### src/inc/clock_power_wake_defs.vh
// Constants shared by the clock, power and wake sequencer
`ifndef CLOCK_POWER_WAKE_DEFS_VH
`define CLOCK_POWER_WAKE_DEFS_VH
`define CLK_PERIOD_PS 32'h0000_2710
`define IRC_START_US 32'h0000_003C
`define IRC_SETTLE_CYC 32'h0000_0004
`define FLASH_START_US 32'h0000_0064
`define IRC_MHZ 32'h0000_000C
`define DIV_MIN 8'h02
`define SRC_IRC 2'h0
`define SRC_MAIN_OSC 2'h1
`define SRC_MAIN_LOOP 2'h2
`define SRC_ALT_LOOP 2'h3
`define CKO_SYS 2'h0
`define CKO_RTC32K 2'h1
`define CKO_WDOG 2'h2
`define CKO_OFF 2'h3
`define MODE_RUN 2'h0
`define MODE_DEEP_SLEEP 2'h1
`define MODE_POWER_DOWN 2'h2
`define MODE_DEEP_PD 2'h3
`endif

### src/core/clock_divider.v
// Clock divider producing a one-cycle enable tick at clk/divisor
`timescale 1ns/1ps
module clock_divider #(
	parameter W = 8
) (
	input wire sys_clk,
	input wire rst_n,
	input wire ce,
	input wire run,
	input wire [W-1:0] divisor,
	output reg tick_r
);
	// Down counter
	reg [W-1:0] cnt_r;
	// Divisor of zero or one is treated as pass-through
	always @(posedge sys_clk or negedge rst_n) begin
		if (!rst_n) begin
			cnt_r <= {W{1'b0}};
			tick_r <= 1'b0;
		end else if (ce) begin
			if (!run) begin
				// Hold idle while the source is unavailable
				cnt_r <= {W{1'b0}};
				tick_r <= 1'b0;
			end else if (cnt_r == {W{1'b0}}) begin
				cnt_r <= (divisor > {{(W-1){1'b0}}, 1'b1}) ? divisor - {{(W-1){1'b0}}, 1'b1} : {W{1'b0}};
				tick_r <= 1'b1;
			end else begin
				cnt_r <= cnt_r - {{(W-1){1'b0}}, 1'b1};
				tick_r <= 1'b0;
			end
		end
	end
endmodule // clock_divider

### src/core/clock_power_wake_sequencer.v
// Clock source selection, loop control, power modes and wake sequencing
//
// Summary of operation
// Both loops off and unpowered after reset
// Loop output divider never below two
// Main loop: RC or oscillator; alternate: oscillator
// Derived clock picks source, optional divider
// Software sets USB loop to 48 MHz multiple
// RTC oscillator gives 1 Hz and 32k out
// Watchdog oscillator runs when watchdog enabled
// Wait 60 us then four cycles before resume
// Flash timer counts 100 us of RC cycles (code counts FLASH_CYC system clock cycles instead)
// Flash blocked until flash timer expires
// Software reconfigures loops after power-down wake
// Deep power-down keeps only RTC, reset logic
// Software option keeps 32k oscillator powered
// Deep power-down exits by reset or alarm
// Interrupt controller hands over wake mask
// Masked interrupt while stopped wakes the CPU
// Per-peripheral power switch under software
// Loop usable only when enabled and locked
`timescale 1ns/1ps
`include "clock_power_wake_defs.vh"
module clock_power_wake_sequencer #(
	parameter DIV_W = 8,
	parameter NIRQ = 32,
	parameter NPERIPH = 32,
	parameter CLK_MHZ = 100
) (
	input wire sys_clk,
	input wire rst_n,
	input wire ce,
	input wire main_loop_en,
	input wire alt_loop_en,
	input wire main_loop_lock,
	input wire alt_loop_lock,
	input wire main_loop_ref_osc,
	input wire [DIV_W-1:0] main_loop_out_div,
	input wire [DIV_W-1:0] alt_loop_out_div,
	input wire [1:0] clock_source_select,
	input wire [DIV_W-1:0] derived_div,
	input wire [1:0] clock_output_select,
	input wire rtc_1hz_in,
	input wire rtc_32k_in,
	input wire wdog_osc_in,
	input wire wdog_enable,
	input wire [NPERIPH-1:0] periph_power_req,
	input wire [1:0] sleep_mode,
	input wire sleep_enter,
	input wire keep_32k_in_dpd,
	input wire irc_was_source,
	input wire [NIRQ-1:0] wake_mask_in,
	input wire [NIRQ-1:0] irq_pending,
	input wire rtc_alarm,
	output reg main_loop_power_r,
	output reg alt_loop_power_r,
	output reg main_loop_ref_osc_r,
	output reg [DIV_W-1:0] main_loop_div_r,
	output reg [DIV_W-1:0] alt_loop_div_r,
	output reg [1:0] src_active_r,
	output reg derived_tick_r,
	output reg clock_output_pin_r,
	output reg rtc_1hz_r,
	output reg wdog_osc_run_r,
	output reg [NPERIPH-1:0] periph_power_r,
	output reg core_power_r,
	output reg osc32k_power_r,
	output reg clocks_stopped_r,
	output reg cpu_resume_r,
	output reg flash_ready_r,
	output reg wake_event_r
);
	// Start-up times converted to cycles as microseconds times CLK_MHZ, with no rounding
	localparam [31:0] IRC_START_CYC = (`IRC_START_US * CLK_MHZ + 32'h0000_0000);
	localparam [31:0] FLASH_CYC = (`FLASH_START_US * CLK_MHZ);
	// RC cycles making up the flash start-up time
	localparam [31:0] FLASH_IRC_CYC = `FLASH_START_US * `IRC_MHZ;
	// Sequencer states
	localparam [2:0] ST_RUN = 3'h0;
	localparam [2:0] ST_SLEEP = 3'h1;
	localparam [2:0] ST_DPD = 3'h2;
	localparam [2:0] ST_IRC_START = 3'h3;
	localparam [2:0] ST_SETTLE = 3'h4;

	// Clamp a divider to at least two
	function [DIV_W-1:0] clamp_div;
		input [DIV_W-1:0] d;
		begin
			clamp_div = (d < `DIV_MIN) ? `DIV_MIN : d;
		end
	endfunction

	reg [2:0] state_r; // Sequencer state
	reg [31:0] wait_r; // Start-up cycle counter
	reg [31:0] flash_r; // Flash wake-up timer
	reg [NIRQ-1:0] mask_r; // Captured wake mask
	reg [1:0] mode_r; // Mode being slept in
	reg [1:0] src_nxt; // Resolved clock source
	reg cko_nxt; // Clock output pin value
	wire div_tick; // Derived clock enable tick
	wire main_ok; // Main loop usable
	wire alt_ok; // Alternate loop usable

	// Loop usable only with power and lock
	assign main_ok = main_loop_power_r & main_loop_lock;
	assign alt_ok = alt_loop_power_r & alt_loop_lock;

	// Source resolution: an unusable loop falls back to the RC oscillator
	always @* begin
		src_nxt = `SRC_IRC;
		case (clock_source_select)
			`SRC_MAIN_OSC: src_nxt = `SRC_MAIN_OSC;
			`SRC_MAIN_LOOP: src_nxt = main_ok ? `SRC_MAIN_LOOP : `SRC_IRC;
			`SRC_ALT_LOOP: src_nxt = alt_ok ? `SRC_ALT_LOOP : `SRC_IRC;
			default: src_nxt = `SRC_IRC;
		endcase
	end

	// Clock output pin routing
	always @* begin
		case (clock_output_select)
			`CKO_SYS: cko_nxt = div_tick;
			`CKO_RTC32K: cko_nxt = rtc_32k_in;
			`CKO_WDOG: cko_nxt = wdog_osc_in & wdog_enable;
			default: cko_nxt = 1'b0;
		endcase
	end

	// Optional divider on the derived clock
	clock_divider #(
		.W(DIV_W)
	) i_clock_divider (
		.sys_clk(sys_clk),
		.rst_n(rst_n),
		.ce(ce),
		.run(clocks_stopped_r == 1'b0),
		.divisor(derived_div),
		.tick_r(div_tick)
	);

	// Loop control and clock routing registers
	always @(posedge sys_clk or negedge rst_n) begin
		if (!rst_n) begin
			main_loop_power_r <= 1'b0;
			alt_loop_power_r <= 1'b0;
			main_loop_ref_osc_r <= 1'b0;
			main_loop_div_r <= `DIV_MIN;
			alt_loop_div_r <= `DIV_MIN;
			src_active_r <= `SRC_IRC;
			derived_tick_r <= 1'b0;
			clock_output_pin_r <= 1'b0;
			rtc_1hz_r <= 1'b0;
			wdog_osc_run_r <= 1'b0;
			periph_power_r <= {NPERIPH{1'b0}};
		end else if (ce) begin
			// Loops are lost in every sleep mode: deep sleep, power-down and deep power-down
			main_loop_power_r <= main_loop_en & ~clocks_stopped_r;
			alt_loop_power_r <= alt_loop_en & ~clocks_stopped_r;
			// Alternate loop has no reference choice; only the main one does
			main_loop_ref_osc_r <= main_loop_ref_osc;
			main_loop_div_r <= clamp_div(main_loop_out_div);
			alt_loop_div_r <= clamp_div(alt_loop_out_div);
			src_active_r <= src_nxt;
			derived_tick_r <= div_tick;
			clock_output_pin_r <= cko_nxt;
			rtc_1hz_r <= rtc_1hz_in;
			wdog_osc_run_r <= wdog_enable;
			periph_power_r <= core_power_r ? periph_power_req : {NPERIPH{1'b0}};
		end
	end

	// Power mode and wake sequencer
	always @(posedge sys_clk or negedge rst_n) begin
		if (!rst_n) begin
			state_r <= ST_RUN;
			wait_r <= 32'h0000_0000;
			flash_r <= 32'h0000_0000;
			mask_r <= {NIRQ{1'b0}};
			mode_r <= `MODE_RUN;
			core_power_r <= 1'b1;
			osc32k_power_r <= 1'b1;
			clocks_stopped_r <= 1'b0;
			cpu_resume_r <= 1'b1;
			flash_ready_r <= 1'b1;
			wake_event_r <= 1'b0;
		end else if (ce) begin
			wake_event_r <= 1'b0;
			// Flash timer runs only once awake; counting while asleep would open flash early
			if (!flash_ready_r && state_r != ST_SLEEP && state_r != ST_DPD) begin
				if (flash_r >= FLASH_CYC - 32'h0000_0001) begin
					flash_ready_r <= 1'b1;
				end else begin
					flash_r <= flash_r + 32'h0000_0001;
				end
			end
			case (state_r)
				ST_RUN: begin
					if (sleep_enter && sleep_mode != `MODE_RUN) begin
						mask_r <= wake_mask_in;
						mode_r <= sleep_mode;
						// Stale count from the last wake must not carry over
						flash_r <= 32'h0000_0000;
						clocks_stopped_r <= 1'b1;
						cpu_resume_r <= 1'b0;
						if (sleep_mode == `MODE_DEEP_PD) begin
							core_power_r <= 1'b0;
							osc32k_power_r <= keep_32k_in_dpd;
							flash_ready_r <= 1'b0;
							state_r <= ST_DPD;
						end else begin
							if (sleep_mode == `MODE_POWER_DOWN)
								flash_ready_r <= 1'b0;
							state_r <= ST_SLEEP;
						end
					end
				end
				ST_SLEEP: begin
					// Level compare, no polling loop needed
					if ((irq_pending & mask_r) != {NIRQ{1'b0}}) begin
						wake_event_r <= 1'b1;
						wait_r <= 32'h0000_0000;
						flash_r <= 32'h0000_0000;
						if (mode_r == `MODE_POWER_DOWN && irc_was_source)
							state_r <= ST_IRC_START;
						else
							state_r <= ST_SETTLE;
					end
				end
				ST_DPD: begin
					// Only the alarm wakes here; reset pin is rst_n itself
					if (rtc_alarm) begin
						wake_event_r <= 1'b1;
						core_power_r <= 1'b1;
						osc32k_power_r <= 1'b1;
						wait_r <= 32'h0000_0000;
						flash_r <= 32'h0000_0000;
						state_r <= ST_IRC_START;
					end
				end
				ST_IRC_START: begin
					clocks_stopped_r <= 1'b0;
					if (wait_r >= IRC_START_CYC - 32'h0000_0001) begin
						wait_r <= 32'h0000_0000;
						state_r <= ST_SETTLE;
					end else begin
						wait_r <= wait_r + 32'h0000_0001;
					end
				end
				ST_SETTLE: begin
					// Four oscillator cycles before code resumes from SRAM
					clocks_stopped_r <= 1'b0;
					if (wait_r >= `IRC_SETTLE_CYC - 32'h0000_0001) begin
						cpu_resume_r <= 1'b1;
						mode_r <= `MODE_RUN;
						state_r <= ST_RUN;
					end else begin
						wait_r <= wait_r + 32'h0000_0001;
					end
				end
				default: state_r <= ST_RUN;
			endcase
		end
	end
endmodule // clock_power_wake_sequencer

### config.mk
export PLATFORM = sky130hd
export DESIGN_NAME = clock_power_wake_sequencer
export DESIGN_NICKNAME = d
export VERILOG_FILES = /design/src/core/clock_divider.v /design/src/core/clock_power_wake_sequencer.v
export VERILOG_INCLUDE_DIRS = /design/src /design/src/inc
export SDC_FILE = /design/constraint.sdc
export NUM_CORES = 1
export LEC_CHECK = 0
export BUFFER_PORTS_ARGS = -buffer_cell sky130_fd_sc_hd__buf_2
export CORE_MARGIN = 1
export CORE_UTILIZATION = 27
export CTS_CLUSTER_DIAMETER = 40
export DETAILED_ROUTE_END_ITERATION = 10
export MAX_ROUTING_LAYER = met4
export PLACE_DENSITY = 0.6
export RECOVER_POWER = 25
export SLEW_MARGIN = 20
export SYNTH_ARGS = -nofsm -noshare
export SYNTH_HDL_FRONTEND = slang
export SYNTH_HIERARCHICAL = 1
export SYNTH_SLANG_ARGS = --single-unit
export TNS_END_PERCENT = 50
### constraint.sdc
create_clock -name sys_clk -period 2.3 [get_ports sys_clk]
set_input_delay 0.115 -clock sys_clk [delete_from_list [all_inputs] [get_ports sys_clk]]
set_output_delay 0.115 -clock sys_clk [all_outputs]
set_load 0.05 [all_outputs]
==> results of run 1 <==
stage by stage:
stage          hold WS [ps]  cell area, sq um  total power [mW]  std cells  setup TNS (ps)
3_5_place_dp            114              9770              7.52       1368            -220
2_1_floorplan          -181              8020              6.37        769               0
3_3_place_gp            115              9770              7.48       1368               0
5_1_grt                35.2             11400              11.4       1496           -2430
6_report               34.7             11400              10.7       1496               0
4_1_cts                20.1             11300              10.7       1492               0
final cells by class:
| class | count | area (sq um) | share of cell area |
|---|---|---|---|
| Sequential cell | 173 | 4340 | 0.380 |
| Multi-Input combinational cell | 501 | 3380 | 0.296 |
| Timing Repair Buffer | 346 | 2370 | 0.208 |
| Tap cell | 384 | 480 | 0.0421 |
| Clock buffer | 17 | 425 | 0.0373 |
| Inverter | 60 | 225 | 0.0197 |
| Clock inverter | 15 | 189 | 0.0166 |
worst min-delay path: cells and delay by family:
kind | cells | cell delay, ps
AO/OA/AOI/OAI | 2 | 220
buffers and inverters | 1 | 70
worst paths after layout:
check                                           end
max                                      wait_r[10]
min                              clock_output_pin_r
max reg2reg                              wait_r[10]
min reg2reg                            cpu_resume_r
max in group asynchronous  i_clock_divider/cnt_r[3]
min in group asynchronous        periph_power_r[31]
cells in the mapped netlist, drive strengths merged, types with 15 or more instances:
library cell / instances
dfrtp: 167
nand3: 59
nor4: 17
o21ai: 66
clkbuf: 18
nand4: 17
a22oi: 16
nor3: 15
and2: 19
nor2: 53
nand2: 30
mux2: 49
a21oi: 18
inv: 60
buf: 17
per-layer routing:
layer  share of wire  vias to the layer above
li1                -                     3437
met1            0.45                     3337
met2            0.50                      189
met3           0.040                       27
met4           0.014                        0
met5               0                        -
logic make-up after synthesis:
logic type / count (synthesis)
AND/OR/NAND/NOR: 263
AO/OA/AOI/OAI: 164
multiplexers: 51
buffers and inverters: 95
XOR/XNOR: 17
flip-flops: 173
adder cells (fa/ha/maj): 6
registers in the layout, indices dropped and copies added, names as in the netlist, 3 cells and up:
register / flops
mask_r: 32
main_loop_div_r: 8
periph_power_r: 32
state_r: 3
alt_loop_div_r: 8
flash_r: 32
i_clock_divider/cnt_r: 8
wait_r: 32
power groups by stage:
stage,sequential [mW],clock [mW],combinational (mW)
CTS,4.10,3.12,3.50
floorplan,4.63,0,1.75
finish,4.10,3.00,3.59
detailed placement,4.16,0,3.37
global route,4.19,3.25,3.92
global placement,4.13,0,3.34
repair_timing:
action	CTS	global route
endpoints found under the hold margin	137	0
hold buffers	92	0
pin swaps	1	5
setup buffers	0	3
endpoints found under the setup margin	11	26
resized for setup	2	18
gates cloned	0	1
==> metrics, run 1 <==
status finished with violations; failing checks max-capacitance violations, max-slew violations; largest family of logic cells by synthesized area simple AND/OR/NAND/NOR gates; Comb pwr share 0.336; arrival time worst endpoint 2620 ps; Internal 6.71 mW; Switching Power 3.98 mW; HP Class in -> reg; Reg2Reg Setup Slack 9 ps; post-synth cell types 63; Setup crit start kind flip-flop; number of CTS-inserted buffers 17; register area share after synthesis 0.541; Filler Cells Inserted 2755; clock skew 15.8 ps; crit end category flip-flop; Synth Area in Compound Gates 0.135; slowest CP cell dfrtp_1; Seq pwr share 0.383; PortBufs 204; layout cells sized above 1 0.334; top_reg_cell synth dfrtp_1; Largest stage delay, worst path 420 ps; min Tclk post-route 2290 ps; launch point of the worst hold path rtc_32k_in; fin. max-slew vios 85; I/O pin count 205; GR Util met3 0.0256; area grow syn2layout 42.3%; Slew Limit Headroom -0.0335; RSZ-0062 raised after global routing yes; first-pass GRT wire length 34800 microns; final design utilization 0.394; total power per unit cell area 937 mW/mm^2; H-Tree Depth 4; DIE AREA 0.0304 sq mm; critical path peak fanout 9; initial antenna violation count 0; Post-Place Worst Slack -73.9 ps; Clk Latency, worst-skew pair 430 ps; Yosys warnings 6; Fmax achieved 436 MHz; worst setup margin 8.56 ps; # rows 62; Die X 174 microns; clk sink count 173; CP top delay family compound AO/OA/AOI/OAI gates; met2 Use GR 0.246; simple-gate portion of the synthesized area 0.176; Mapped Nets 917; Crit path depth 7; Post-synth EDFFs 0; largest cells by area after synthesis dfrtp_1, mux2_2, o21ai_0, nand3_1, inv_1; synthesis-stage register bit count 173; most frequent cells in the layout buf_2, dfrtp_1, dlygate4sd3_1; DR DRC count 0; max cap viols 1; Async SR Flop Fraction 1.00; critical path type reg -> reg; critical-path cell list nor4_2 -> nand3_1 -> o32a_1 -> a311oi_4 -> buf_12 -> nand2_4 -> o31ai_2; routed vias/inst 4.67; GRT Total Usage 0.146; Post-Syn Area per Cell 10.4 sq um; antenna cell count 0; met1 Use GR 0.179; Detailed Route WL 21500 microns; switching portion of total power 0.373; area leader, netlist dfrtp_1; fin nets 1247; via count 6990; final hold viol count 0; CP required 2630 ps; most common cell after layout, fill and taps aside buf_2; WL/cell 14.3 microns; final number of setup-violating endpoints 0; Final GP Congestion 0.864; Synth Area in XOR/XNOR 0.0186; DP Wirelength 14400 microns; clock share of power 0.281; reg2reg start wait_r[23]; Mapped Area 0.00802 sq mm; Initial DRC Count 284; CTS tree yes; multiplexer area fraction after synthesis 0.0713; CTS Buffer Depth 2; cell count after synthesis 769; DR pass1 iterations 6; Most Crowded Layer GR met2; Starting Density 0.277; Post-Synth Adder-Cell Area 0.00936; CTS root buf clkbuf_16; worst hold path depth 3; CP Buf/Inv Count 1; vias in the first global route 7061; reg2reg path depth 7; Worst Tran Pin Value 1550 ps; Clock Pin Slew Worst Setup and Hold Paths 80 ps; Overflow after GRT 0; peak supply drop 0.386 mV; Routed Antenna Nets 0; ratio of final minimum period to clock period 0.996; Die Y 174 microns; CORE AREA 0.0289 sq mm; P_leak 5.30 nW; post-synth top area share 0.521; Critical Path Source wait_r[23]; largest net degree at the start of global routing 85
Note: power is estimated with default switching activity, not from simulation.
==> run 2, diff against run 1 <==
--- a/config.mk
+++ b/config.mk
@@ -11,6 +11,7 @@
 export CORE_UTILIZATION = 27
 export CTS_CLUSTER_DIAMETER = 40
 export DETAILED_ROUTE_END_ITERATION = 10
+export GPL_ROUTABILITY_DRIVEN = 0
 export MAX_ROUTING_LAYER = met4
 export PLACE_DENSITY = 0.6
 export RECOVER_POWER = 25
==> constraint.sdc (replaced) <==
create_clock -name sys_clk -period 1.9 [get_ports sys_clk]
set_input_delay 0.095 -clock sys_clk [delete_from_list [all_inputs] [get_ports sys_clk]]
set_output_delay 0.095 -clock sys_clk [all_outputs]
set_load 0.05 [all_outputs]
==> metrics, run 2 (same netlist as run 1, synthesis figures left out) <==
Comb pwr share 0.372 (+0.036); DIE AREA 0.0304 sq mm (unchanged); first-pass GRT wire length 37100 microns (+6.5%); Overflow after GRT 0 (unchanged); Routed Antenna Nets 0 (unchanged); CORE AREA 0.0289 sq mm (unchanged); Fmax achieved 448 MHz (+2.6%); CTS Buffer Depth 2 (unchanged); Inst Count DP 1420 (+3.8%); Clk Latency, worst-skew pair 430 ps (about the same); Post-Layout Cell Count 1571 (+5.0%); Worst Tran Pin Value 1150 ps (-402 ps); arrival time worst endpoint 2560 ps (-60 ps); worst setup margin -334 ps (-342 ps); vias in the first global route 7558 (+7.0%); multi-input logic area 0.00359 sq mm (+6.1%); area grow syn2layout 53.2%; antenna cell count 0 (unchanged); ratio of final minimum period to clock period 1.18 (+0.179); fin. max-slew vios 0 (-100%); H-Tree Depth 4 (unchanged); GRT Total Usage 0.154 (+0.00812); crit end category flip-flop; Switching Power 5.14 mW (+29%); failing checks negative setup slack; # rows 62 (unchanged); min Tclk post-route 2230 ps (-57.9 ps); Seq pwr share 0.361 (-0.022); HP Class in -> reg; layout cells sized above 1 0.393 (+0.0590); Slew Limit Headroom 0.234 (+0.268); clock share of power 0.267 (-0.014); routed vias/inst 4.67 (about the same); PortBufs 204 (unchanged); post-route cell area 0.0123 sq mm (+7.7%); number of CTS-inserted buffers 17 (unchanged); critical path type reg -> reg; final hold viol count 0 (unchanged); Initial DRC Count 347 (+22%); switching portion of total power 0.376 (+0.00373); peak supply drop 0.569 mV (+47%); Pwr Total 13.7 mW (+28%); Die Y 174 microns (unchanged); Starting Density 0.277 (unchanged); I/O pin count 205 (unchanged); total power per unit cell area 1110 mW/mm^2 (+19%); most common cell after layout, fill and taps aside buf_2; max cap viols 0 (-1); DR pass1 iterations 4 (-2); Setup crit start kind flip-flop; WL/cell 14.3 microns (-0.30%); Die X 174 microns (unchanged); Setup TNS -9590 ps (-9590 ps); CTS root buf clkbuf_16; sequential cell area 0.00434 sq mm (unchanged); Detailed Route WL 22500 microns (+4.7%); RSZ-0062 raised after global routing yes; final number of setup-violating endpoints 56 (+56); clock skew 13.2 ps (-2.65 ps); P_leak 5.73 nW (+8.0%); placed cell area 0.0102 sq mm (+4.5%); most frequent cells in the layout buf_2, dfrtp_1, buf_4; status finished with violations; DP Wirelength 15100 microns (+4.8%); CTS tree yes; clk sink count 173 (unchanged); via count 7334 (+4.9%); critical path peak fanout 13 (+4); Clock Pin Slew Worst Setup and Hold Paths 80 ps (about the same); initial antenna violation count 0 (unchanged); largest net degree at the start of global routing 96 (+13%); Internal 8.52 mW (+27%); Filler Cells Inserted 2663 (-3.3%); DR DRC count 0 (unchanged); fin nets 1322 (+6.0%); CP required 2230 ps (-400 ps)
run 2: power groups by stage:
stage               Clock, mW  Sequential, mW  Combinational [mW]
finish                   3.64            4.94                5.08
global route             3.91            5.05                5.53
CTS                      3.78            4.93                4.81
detailed placement          0            4.99                4.44
global placement            0            4.97                4.40
floorplan                   0            5.60                2.14
run 2: critical path, stage by stage, from the launching register on:
cell      delay (ps)
dfrtp_1          410
nor4_4           310
buf_4            160
nand4_1          140
o32a_1           360
a311oi_2         280
buf_12           180
nand2_4           90
o31ai_2          220
run 2: per-stage QoR:
stage               setup WS, ps   util  hold slack [ps]
global route                -486  0.424            0.778
CTS                         -299  0.418             1.09
finish                      -334  0.424             10.3
floorplan                   -174      -             -201
detailed placement          -486  0.353             47.5
global placement            -440  0.353             54.7
run 2: repair_timing:
item | in CTS | in global routing
setup buffers | 15 | 8
pin swaps | 15 | 16
hold endpoints to repair | 166 | 0
endpoints found under the setup margin | 99 | 104
hold buffers | 99 | 0
gates cloned | 0 | 2
gates resized for setup | 30 | 35
run 2: area by class of cell:
| type | count | area share |
|---|---|---|
| Clock buffer | 17 | 0.0346 |
| Inverter | 60 | 0.0183 |
| Tap cell | 384 | 0.0391 |
| Sequential cell | 173 | 0.353 |
| Timing Repair Buffer | 421 | 0.246 |
| Multi-Input combinational cell | 501 | 0.292 |
| Clock inverter | 15 | 0.0165 |
run 2: worst paths after layout:
check | from | end | slack [ps] | cells after the start
worst max-delay path | wait_r[6] | wait_r[9] | -330 | 8
worst min-delay path | derived_div[7] | i_clock_divider/cnt_r[7] | 10 | 3
worst max register to register | wait_r[6] | wait_r[9] | -330 | 8
worst min register to register | osc32k_power_r | osc32k_power_r | 460 | 2
max in group asynchronous | rst_n | main_loop_div_r[1] | 400 | 3
min in group asynchronous | rst_n | periph_power_r[16] | 420 | 2
run 2: metal layers:
layer  up-vias  GRT usage  wire [microns]
li1       3579          -               -
met1      3558      0.182            9880
met2       177      0.267           11500
met3        20     0.0271             773
met4         0     0.0409             295
met5         -          -               0
